**config.mk**
```make
export PLATFORM = sky130hd
export DESIGN_NAME = clk_standby_ctrl
export DESIGN_NICKNAME = d
export VERILOG_FILES = /design/src/clk_standby_pkg.sv /design/src/clk_standby_ctrl.sv /design/src/warmup_timer.sv
export SDC_FILE = /design/constraint.sdc
export NUM_CORES = 1
export LEC_CHECK = 0
export BUFFER_PORTS_ARGS = -buffer_cell sky130_fd_sc_hd__clkbuf_2
export CAP_MARGIN = 20
export CELL_PAD_IN_SITES_DETAIL_PLACEMENT = 1
export CELL_PAD_IN_SITES_GLOBAL_PLACEMENT = 1
export CORE_UTILIZATION = 35
export DETAILED_ROUTE_END_ITERATION = 6
export PLACE_DENSITY = 0.75
export SLEW_MARGIN = 30
export SYNTH_ARGS = -nofsm -noshare
export SYNTH_HDL_FRONTEND = slang
export SYNTH_HIERARCHICAL = 1
export SYNTH_SLANG_ARGS = --single-unit
```
**constraint.sdc**
```tcl
create_clock -name clk_sys_i -period 2.21 [get_ports clk_sys_i]
set_clock_uncertainty 0.1 [all_clocks]
set_input_delay 0.221 -clock clk_sys_i [delete_from_list [all_inputs] [get_ports clk_sys_i]]
set_output_delay 0.221 -clock clk_sys_i [all_outputs]
set_load 0.005 [all_outputs]
```
**src/clk_standby_pkg.sv**
```systemverilog
// Constants and types for the system clock and standby control block
// Assumes a 32-bit AXI4-Lite master and one 25 MHz system clock
package clk_standby_pkg;
    // Printed offsets are not multiples of four: index, byte address = 4*index
    localparam logic [7:0] IDX_CLK_A    = 8'he0;
    localparam logic [7:0] IDX_CLK_B    = 8'he1;
    localparam logic [7:0] IDX_CLK_C    = 8'he2;
    localparam logic [7:0] IDX_EXTMEM_A = 8'he3;
    localparam logic [7:0] IDX_KEY_1    = 8'he4;
    localparam logic [7:0] IDX_KEY_2    = 8'he5;
    localparam logic [7:0] IDX_AREA     = 8'he6;
    localparam logic [7:0] IDX_IRQ_STAT = 8'he7;
    localparam logic [7:0] IDX_IRQ_MASK = 8'he8;
    localparam int         ADDR_W       = 12;

    localparam logic [7:0] CLK_A_RST    = 8'he0;
    localparam logic [7:0] CLK_A_WMASK  = 8'hfb;
    localparam int         WARMUP_BIT   = 2;
    localparam logic [7:0] CLK_B_RST    = 8'h04;
    localparam logic [7:0] CLK_B_WMASK  = 8'h0f;
    localparam logic [7:0] CLK_C_RST    = 8'h2c;
    localparam logic [7:0] CLK_C_WMASK  = 8'hbf;
    localparam logic [7:0] EXTMEM_RST   = 8'h03;
    localparam logic [7:0] EXTMEM_WMASK = 8'h77;
    localparam int         PROTECT_BIT  = 7;
    localparam logic [7:0] AREA_RST     = 8'h00;

    localparam logic [1:0] PRE_GEAR     = 2'h0;
    localparam logic [1:0] PRE_DIV16    = 2'h2;
    localparam logic [2:0] GEAR_MAX     = 3'h4;
    localparam logic [1:0] WU_SHORT     = 2'h1;
    localparam logic [1:0] WU_MID       = 2'h2;
    localparam int         WU_EXP_SHORT = 8;
    localparam int         WU_EXP_MID   = 14;
    localparam int         WU_EXP_LONG  = 16;

    localparam logic [1:0] RESP_OKAY    = 2'h0;
    localparam logic [1:0] RESP_SLVERR  = 2'h2;

    // Irq status bits: warm-up end, three area writes
    localparam int         IRQ_W        = 4;

    typedef enum logic [1:0] {
        SB_RESERVED,
        SB_STOP,
        SB_IDLE_ONE,
        SB_IDLE_TWO
    } standby_mode_t;

    typedef struct packed {
        logic          hf_osc_enable;
        logic          lf_osc_enable;
        logic          hf_osc_after_stop;
        logic          lf_osc_after_stop;
        logic          clock_after_stop_select;
        logic          system_clock_source;
        logic [2:0]    gear;
        logic [1:0]    prescaler_src;
        logic          power_save_disable;
        standby_mode_t standby_select;
        logic          drive_in_idle_one;
        logic          drive_in_stop;
        logic          display_src_clock_sel;
        logic          melody_src_clock_sel;
        logic          address_keep;
        logic          external_hf_clock;
        logic          hf_osc_drive_strength;
        logic          lf_osc_drive_strength;
        logic          gear_reserved;
        logic          prescaler_reserved;
    } clk_ctrl_t;
endpackage

```
**src/clk_standby_ctrl.sv**
```systemverilog
// System clock and standby control registers behind an AXI4-Lite slave
// Assumes area write strobes are synchronous one-cycle pulses on clk_sys_i
//
// The AXI4-Lite slave port was chosen for this implementation.
`timescale 1ns/1ns
`default_nettype none
module clk_standby_ctrl #(
    parameter int           WU_CNT_W = 16,
    parameter logic [7:0]   KEY_ONE  = 8'h5a,
    parameter logic [7:0]   KEY_TWO  = 8'ha5
) (
    input  wire logic                        clk_sys_i,
    input  wire logic                        reset_i,
    input  wire logic [clk_standby_pkg::ADDR_W-1:0] s_axi_awaddr_i,
    input  wire logic                        s_axi_awvalid_i,
    output logic                             s_axi_awready_o,
    input  wire logic [31:0]                 s_axi_wdata_i,
    input  wire logic [3:0]                  s_axi_wstrb_i,
    input  wire logic                        s_axi_wvalid_i,
    output logic                             s_axi_wready_o,
    output logic [1:0]                       s_axi_bresp_o,
    output logic                             s_axi_bvalid_o,
    input  wire logic                        s_axi_bready_i,
    input  wire logic [clk_standby_pkg::ADDR_W-1:0] s_axi_araddr_i,
    input  wire logic                        s_axi_arvalid_i,
    output logic                             s_axi_arready_o,
    output logic [31:0]                      s_axi_rdata_o,
    output logic [1:0]                       s_axi_rresp_o,
    output logic                             s_axi_rvalid_o,
    input  wire logic                        s_axi_rready_i,
    input  wire logic [2:0]                  area_write_i,
    output clk_standby_pkg::clk_ctrl_t       ctrl_o,
    output logic                             warmup_busy_o,
    output logic                             protect_o,
    output logic                             irq_o
);
    import clk_standby_pkg::*;

    logic [7:0] clk_a_reg;
    logic [7:0] clk_b_reg;
    logic [7:0] clk_c_reg;
    logic [7:0] extmem_reg;
    logic [2:0] area_en_reg;
    logic [2:0] area_flag_reg;
    logic       key_armed_reg;
    logic [IRQ_W-1:0] irq_stat_reg;
    logic [IRQ_W-1:0] irq_mask_reg;
    logic [ADDR_W-1:0] awaddr_reg;
    logic [31:0] wdata_reg;
    logic [3:0]  wstrb_reg;
    logic        aw_have_reg;
    logic        w_have_reg;
    logic        wr_fire;
    logic        wr_hit;
    logic [7:0]  wr_idx;
    logic [7:0]  wbyte;
    logic        wb0;
    logic        wu_busy;
    logic        wu_done;
    logic [2:0]  area_set;
    logic [IRQ_W-1:0] irq_event;

    // Aligned word index inside the register range
    function automatic logic addr_ok(input logic [ADDR_W-1:0] a);
        return (a[1:0] == 2'h0) &&
               (a[ADDR_W-1:2] >= {2'h0, IDX_CLK_A}) &&
               (a[ADDR_W-1:2] <= {2'h0, IDX_IRQ_MASK});
    endfunction

    // Write channel: address and data taken in either order
    assign s_axi_awready_o = !aw_have_reg && !s_axi_bvalid_o;
    assign s_axi_wready_o  = !w_have_reg && !s_axi_bvalid_o;
    assign wr_fire = aw_have_reg && w_have_reg && !s_axi_bvalid_o;
    assign wr_idx  = awaddr_reg[ADDR_W-3:2];
    assign wr_hit  = wr_fire && addr_ok(awaddr_reg);
    assign wbyte   = wdata_reg[7:0];
    assign wb0     = wr_hit && wstrb_reg[0];

    always_ff @(posedge clk_sys_i) begin
        if (reset_i) begin
            aw_have_reg    <= 1'b0;
            w_have_reg     <= 1'b0;
            awaddr_reg     <= '0;
            wdata_reg      <= '0;
            wstrb_reg      <= '0;
            s_axi_bvalid_o <= 1'b0;
            s_axi_bresp_o  <= RESP_OKAY;
        end else begin
            if (s_axi_awvalid_i && s_axi_awready_o) begin
                aw_have_reg <= 1'b1;
                awaddr_reg  <= s_axi_awaddr_i;
            end
            if (s_axi_wvalid_i && s_axi_wready_o) begin
                w_have_reg <= 1'b1;
                wdata_reg  <= s_axi_wdata_i;
                wstrb_reg  <= s_axi_wstrb_i;
            end
            if (wr_fire) begin
                aw_have_reg    <= 1'b0;
                w_have_reg     <= 1'b0;
                s_axi_bvalid_o <= 1'b1;
                s_axi_bresp_o  <= wr_hit ? RESP_OKAY : RESP_SLVERR;
            end else if (s_axi_bvalid_o && s_axi_bready_i) begin
                s_axi_bvalid_o <= 1'b0;
            end
        end
    end

    always_ff @(posedge clk_sys_i) begin
        if (reset_i) begin
            clk_a_reg <= CLK_A_RST;
        end else if (wb0 && wr_idx == IDX_CLK_A) begin
            clk_a_reg <= wbyte & CLK_A_WMASK;
        end
    end

    always_ff @(posedge clk_sys_i) begin
        if (reset_i) begin
            clk_b_reg <= CLK_B_RST;
        end else if (wb0 && wr_idx == IDX_CLK_B) begin
            clk_b_reg <= wbyte & CLK_B_WMASK;
        end
    end

    always_ff @(posedge clk_sys_i) begin
        if (reset_i) begin
            clk_c_reg <= CLK_C_RST;
        end else if (wb0 && wr_idx == IDX_CLK_C) begin
            clk_c_reg <= wbyte & CLK_C_WMASK;
        end
    end

    // external memory control; protect bit kept apart
    always_ff @(posedge clk_sys_i) begin
        if (reset_i) begin
            extmem_reg <= EXTMEM_RST;
        end else if (wb0 && wr_idx == IDX_EXTMEM_A) begin
            extmem_reg <= wbyte & EXTMEM_WMASK;
        end
    end

    always_ff @(posedge clk_sys_i) begin
        if (reset_i) begin
            key_armed_reg <= 1'b0;
            protect_o     <= 1'b0;
        end else if (wb0 && wr_idx == IDX_KEY_1) begin
            key_armed_reg <= (wbyte == KEY_ONE);
        end else if (wb0 && wr_idx == IDX_KEY_2) begin
            key_armed_reg <= 1'b0;
            if (key_armed_reg && wbyte == KEY_TWO) begin
                protect_o <= !protect_o;
            end
        end else if (wb0) begin
            key_armed_reg <= 1'b0;
        end
    end

    // Pins run 1A, 2B-2C, 2A; register bits run the other way
    assign area_set = {area_write_i[0], area_write_i[1], area_write_i[2]}
                      & area_en_reg;

    // enables; flags, set wins over clear
    always_ff @(posedge clk_sys_i) begin
        if (reset_i) begin
            area_en_reg   <= AREA_RST[2:0];
            area_flag_reg <= AREA_RST[2:0];
        end else begin
            for (int i = 0; i < 3; i++) begin
                if (area_set[i]) begin
                    area_flag_reg[i] <= 1'b1;
                end else if (wb0 && wr_idx == IDX_AREA && !wbyte[i]) begin
                    area_flag_reg[i] <= 1'b0;
                end
            end
            if (wb0 && wr_idx == IDX_AREA) begin
                area_en_reg <= wbyte[6:4];
            end
        end
    end

    // warm-up start on a written one
    warmup_timer #(
        .CNT_W      (WU_CNT_W)
    ) u_warmup (
        .clk_sys_i  (clk_sys_i),
        .reset_i    (reset_i),
        .start_i    (wb0 && wr_idx == IDX_CLK_A && wbyte[WARMUP_BIT]),
        .len_sel_i  (clk_c_reg[5:4]),
        .busy_o     (wu_busy),
        .done_o     (wu_done)
    );
    assign warmup_busy_o = wu_busy;

    // Status bit 0 warm-up end, bits 1..3 areas 1A, 2B-2C, 2A
    assign irq_event = {area_set[0], area_set[1], area_set[2], wu_done};

    // Sticky interrupt status, write one to clear, set wins
    always_ff @(posedge clk_sys_i) begin
        if (reset_i) begin
            irq_stat_reg <= '0;
            irq_mask_reg <= '0;
        end else begin
            for (int i = 0; i < IRQ_W; i++) begin
                if (irq_event[i]) begin
                    irq_stat_reg[i] <= 1'b1;
                end else if (wb0 && wr_idx == IDX_IRQ_STAT && wbyte[i]) begin
                    irq_stat_reg[i] <= 1'b0;
                end
            end
            if (wb0 && wr_idx == IDX_IRQ_MASK) begin
                irq_mask_reg <= wbyte[IRQ_W-1:0];
            end
        end
    end
    assign irq_o = |(irq_stat_reg & irq_mask_reg);

    // Decoded controls
    always_comb begin
        ctrl_o.hf_osc_enable           = clk_a_reg[7];
        ctrl_o.lf_osc_enable           = clk_a_reg[6];
        ctrl_o.hf_osc_after_stop       = clk_a_reg[5];
        ctrl_o.lf_osc_after_stop       = clk_a_reg[4];
        ctrl_o.clock_after_stop_select = clk_a_reg[3];
        ctrl_o.prescaler_src           = clk_a_reg[1:0];
        ctrl_o.prescaler_reserved      = (clk_a_reg[1:0] != PRE_GEAR) &&
                                         (clk_a_reg[1:0] != PRE_DIV16);
        ctrl_o.system_clock_source     = clk_b_reg[3];
        ctrl_o.gear                    = clk_b_reg[2:0];
        ctrl_o.gear_reserved           = clk_b_reg[2:0] > GEAR_MAX;
        ctrl_o.power_save_disable      = clk_c_reg[7];
        ctrl_o.standby_select          = standby_mode_t'(clk_c_reg[3:2]);
        ctrl_o.drive_in_idle_one       = clk_c_reg[0] && !clk_c_reg[1];
        ctrl_o.drive_in_stop           = clk_c_reg[0] && clk_c_reg[1];
        ctrl_o.display_src_clock_sel   = extmem_reg[6];
        ctrl_o.address_keep            = extmem_reg[5];
        ctrl_o.melody_src_clock_sel    = extmem_reg[4];
        ctrl_o.external_hf_clock       = extmem_reg[2];
        ctrl_o.hf_osc_drive_strength   = extmem_reg[1];
        ctrl_o.lf_osc_drive_strength   = extmem_reg[0];
    end

    // Read channel, one cycle latency, data held until rready
    assign s_axi_arready_o = !s_axi_rvalid_o;
    always_ff @(posedge clk_sys_i) begin
        if (reset_i) begin
            s_axi_rvalid_o <= 1'b0;
            s_axi_rdata_o  <= '0;
            s_axi_rresp_o  <= RESP_OKAY;
        end else if (s_axi_arvalid_i && s_axi_arready_o) begin
            s_axi_rvalid_o <= 1'b1;
            s_axi_rresp_o  <= addr_ok(s_axi_araddr_i) ? RESP_OKAY
                                                       : RESP_SLVERR;
            case (s_axi_araddr_i[ADDR_W-1:2])
                IDX_CLK_A:    s_axi_rdata_o <= {24'h0, clk_a_reg[7:3],
                                                wu_busy, clk_a_reg[1:0]};
                IDX_CLK_B:    s_axi_rdata_o <= {24'h0, clk_b_reg};
                IDX_CLK_C:    s_axi_rdata_o <= {24'h0, clk_c_reg};
                IDX_EXTMEM_A: s_axi_rdata_o <= {24'h0, protect_o,
                                                extmem_reg[6:0]};
                IDX_AREA:     s_axi_rdata_o <= {25'h0, area_en_reg, 1'b0,
                                                area_flag_reg};
                IDX_IRQ_STAT: s_axi_rdata_o <= {28'h0, irq_stat_reg};
                IDX_IRQ_MASK: s_axi_rdata_o <= {28'h0, irq_mask_reg};
                default:      s_axi_rdata_o <= '0;
            endcase
            if (!addr_ok(s_axi_araddr_i)) begin
                s_axi_rdata_o <= '0;
            end
        end else if (s_axi_rvalid_o && s_axi_rready_i) begin
            s_axi_rvalid_o <= 1'b0;
        end
    end
endmodule
`default_nettype wire

```
**src/warmup_timer.sv**
```systemverilog
// Warm-up counter: runs 2^exp input clock periods once started
// Assumes the input clock period is counted on the system clock
`timescale 1ns/1ns
`default_nettype none
module warmup_timer #(
    parameter int CNT_W = 16
) (
    input  wire logic             clk_sys_i,
    input  wire logic             reset_i,
    input  wire logic             start_i,
    input  wire logic [1:0]       len_sel_i,
    output logic                  busy_o,
    output logic                  done_o
);
    import clk_standby_pkg::*;

    logic [CNT_W:0] count_reg;
    logic [CNT_W:0] target;

    if (CNT_W < WU_EXP_LONG) begin : g_cnt_w_check
        $error("warmup_timer: CNT_W too small");
    end

    always_comb begin
        case (len_sel_i)
            WU_SHORT: target = (CNT_W+1)'(1) << WU_EXP_SHORT;
            WU_MID:   target = (CNT_W+1)'(1) << WU_EXP_MID;
            default:  target = (CNT_W+1)'(1) << WU_EXP_LONG;
        endcase
    end

    always_ff @(posedge clk_sys_i) begin
        if (reset_i) begin
            busy_o    <= 1'b0;
            done_o    <= 1'b0;
            count_reg <= '0;
        end else begin
            done_o <= 1'b0;
            if (start_i) begin
                busy_o    <= 1'b1;
                count_reg <= (CNT_W+1)'(1);
            end else if (busy_o) begin
                if (count_reg >= target) begin
                    busy_o <= 1'b0;
                    done_o <= 1'b1;
                end else begin
                    count_reg <= count_reg + (CNT_W+1)'(1);
                end
            end
        end
    end
endmodule
`default_nettype wire

```
==> summary.md <==
| Metric | Value |
|---|---|
| DP HPWL | `between 9000 and 10,000 µm` |
| Max Fclk | `452 MHz` |
| Htree depth | `3` |
| GR Overflow Total | `0` |
| Die height | `between 100 and 150 µm` |
| Data arrival time of the worst path | `approximately 2300 ps` |
| Dpl cells | `about 780` |
| Leakage | `2.45 nW` |
| Hold slack | `5.28 ps` |
| Synth Warn # | `6` |
| Chip width | `119 µm` |
| Sequential Area | `0.00189 mm²` |
| Area growth from synthesis to layout | `20.8%` |
| DRT Pass-1 Iters | `4` |
| Worst Tran Pin Value | `511 ps` |
| Commonest register cell after synthesis | `dfxtp_1` |
| Layout cells sized above 1 | `0.259` |
| Via-to-Cell Ratio | `around 5.2` |
| RSZ-0062 raised after global routing | `true` |
| Failing checks | `setup timing` |
| Clk buf depth | `2` |
| CP Cell Sequence | `buf_6 -> inv_1 -> ha_2 -> ha_4 -> nand4bb_1 -> o211ai_4 -> a211oi_4 -> mux2i_1 -> nor2_1` |
| Largest stage delay on the critical path | `440 ps` |
| Initial Util | `0.362` |
| Avg WL per Cell | `about 17 µm` |
| Synth Cell Area | `0.00483 mm²` |
| Fin nets | `just over 700` |
| Post-layout util | `0.437` |
| Vias | `roughly 4,300` |
| Slew HR | `0.659` |
| CORE AREA | `roughly 0.013 mm²` |
| Peak supply drop | `between 0.0003 and 0.0004 V` |
| Most common cell after layout, fill and taps aside | `dfxtp_1` |
| DP Worst Slack | `-157 ps` |
| Final hold vios | `0` |
| Vias in the first global route | `between 4,000 and 5,000` |
| CTS tree | `built` |
| Finished Layout Cells | `between 800 and 900` |
| First-pass GRT wire length | `approximately 22,000 µm` |
| MaxCap Viol Count | `0` |
| Top-Level Pins | `138` |
| FP Rows | `42` |
| Endpoint type of the worst setup path | `register` |
| #FFs+latches synth | `94` |
| Antenna viol nets, final | `0` |
| Async SR Flop Fraction | `0` |
| Min Tclk post-route | `between 2000 and 2500 ps` |
| Syn avg cell area | `8.96 µm²` |
| Gp weighted congestion | `between 0.8 and 0.9` |
| Cell family with the largest share of critical-path delay | `compound AO/OA/AOI/OAI gates` |
| CP bufs+invs | `2` |
| Design Power | `approximately 3.5 mW` |
| P per Cell Area | `between 600 and 700 mW/mm²` |
| DRT iter0 DRCs | `177` |
| Initial antenna violation count | `0` |
| Worst setup margin | `-1.61 ps` |
| Crit-path max FO | `7` |
| Drt drc | `0` |
| Synthesized instance count | `539` |
| PortBufs | `84` |
| Clk sinks | `94` |
| Final setup fails | `1` |
| Clock transition at path regs | `60 ps` |
| Multi-input logic area | `between 0.002 and 0.003 mm²` |
| Synth cell types | `69` |
| Final worst path period share | `1.00` |
| Worst setup SP type | `register` |
| Sequential share of the synthesized area | `0.390` |
| Pin count of the biggest net entering global routing | `31` |
| CP required | `about 2300 ps` |
| Crit Path Class | `reg2reg` |
| Drt total wl | `approximately 14,000 µm` |
| Filler cells | `between 1,500 and 2,000` |
| Max reg flops | `17` |
| Hold WC Path Type | `in2reg` |
| GR Util All Layers | `0.198` |
| Commonest non-fill, non-tap cells in the layout | `dfxtp_1, clkbuf_2, nor2_1` |
| Root Buffer | `clkbuf_16` |
| Slowest cell on the critical path | `a211oi_4` |
| Status | `finished, violations left` |
| Die area | `0.0143 mm²` |
| Total CTS buffers | `9` |
| Clk_lat worst skew | `~350 ps` |
| N_diodes | `0` |
| Max-slew violation count | `0` |
| EDFF count, synth | `0` |
## cell families after synthesis
logic type | share of synthesized area
AO/OA/AOI/OAI | 0.141
buffers and inverters | 0.0982
AND/OR/NAND/NOR | 0.241
multiplexers | 0.0949
flip-flops | 0.390
other | 0.000777
XOR/XNOR | 0.0163
adder cells (fa/ha/maj) | 0.0181
## metrics by stage
step / area, µm² / setup TNS (ps)
finish: 5830 / -1.61
global route: 5830 / -648
CTS: 5740 / 0
detailed placement: 5320 / -1760
global placement: 5320 / -219
floorplan: 4920 / -70.4
## tightest hold or removal path, delay by kind of cell
kind | cells | cell delay, ps
AND/OR/NAND/NOR | 1 | 70
buffers and inverters | 1 | 80
AO/OA/AOI/OAI | 1 | 50
## power breakdown
group          switching [mW]  internal, mW  total, mW
Combinational           0.184         0.130      0.314
Clock                   0.645         0.788       1.43
Sequential             0.0396          1.73       1.77
## final cells by class
class                      count  area share
clock buffer                  12      0.0423
clock inverter                 3     0.00365
inverter                      19      0.0127
multi-input combinational    389       0.458
sequential                    94       0.323
tap                          176      0.0378
timing repair buffer         119       0.122
## path summary, 6_finish.rpt
path                                       start               endpoint  slack, ps  depth (start not counted)
worst max-delay path                clk_c_reg[5]  u_warmup/count_reg[1]         -2                          9
worst min-delay path            s_axi_wdata_i[2]           wdata_reg[2]          5                          3
worst max register to register      clk_c_reg[5]  u_warmup/count_reg[1]         -2                          9
worst min register to register     awaddr_reg[6]          awaddr_reg[6]        350                          2
## cell usage after synthesis (3+ instances only)
cell       number  share of area
nand4_1        16          0.021
a2bb2oi_1       5         0.0091
a311oi_1        6          0.011
clkbuf_1       17          0.013
nor3_1          4         0.0041
or3_1           3         0.0039
a211o_1         6          0.011
nor2_1         69          0.054
mux2i_1        39          0.081
buf_4          30          0.047
nor4b_1         5         0.0091
and4b_1         3         0.0062
nor4_1          3         0.0039
a211oi_1        3         0.0047
ha_1            7          0.018
nand3_1         8         0.0083
and2_1          6         0.0078
a22oi_1         3         0.0047
nand2_1        55          0.043
o21ai_0        15          0.016
nand2b_1        4         0.0052
buf_2           9         0.0093
buf_6           4         0.0093
a32oi_1         4         0.0073
a21oi_1        28          0.029
inv_1          19          0.015
and4_1          3         0.0054
xor2_1          3         0.0054
dfxtp_1        94           0.39
nor2b_1         4         0.0052
and3_1          6         0.0078
xnor2_1         6          0.011
## repair_timing
action,4_1_cts,5_1_grt
gates resized for setup,12,10
endpoints found under the hold margin,6,0
hold buffers,6,0
buffers inserted,1,6
pin swaps,6,10
cloned,0,0
setup endpoints to repair,19,17
## routing by layer
metal | vias to the layer above | track usage | share of wire
li1 | 2046 | - | -
met1 | 2080 | 0.245 | 0.44
met2 | 108 | 0.338 | 0.50
met3 | 24 | 0.0302 | 0.043
met4 | 0 | 0.0836 | 0.023
met5 | - | 0 | 0
No activity file was read; power rests on OpenSTA's default activity.
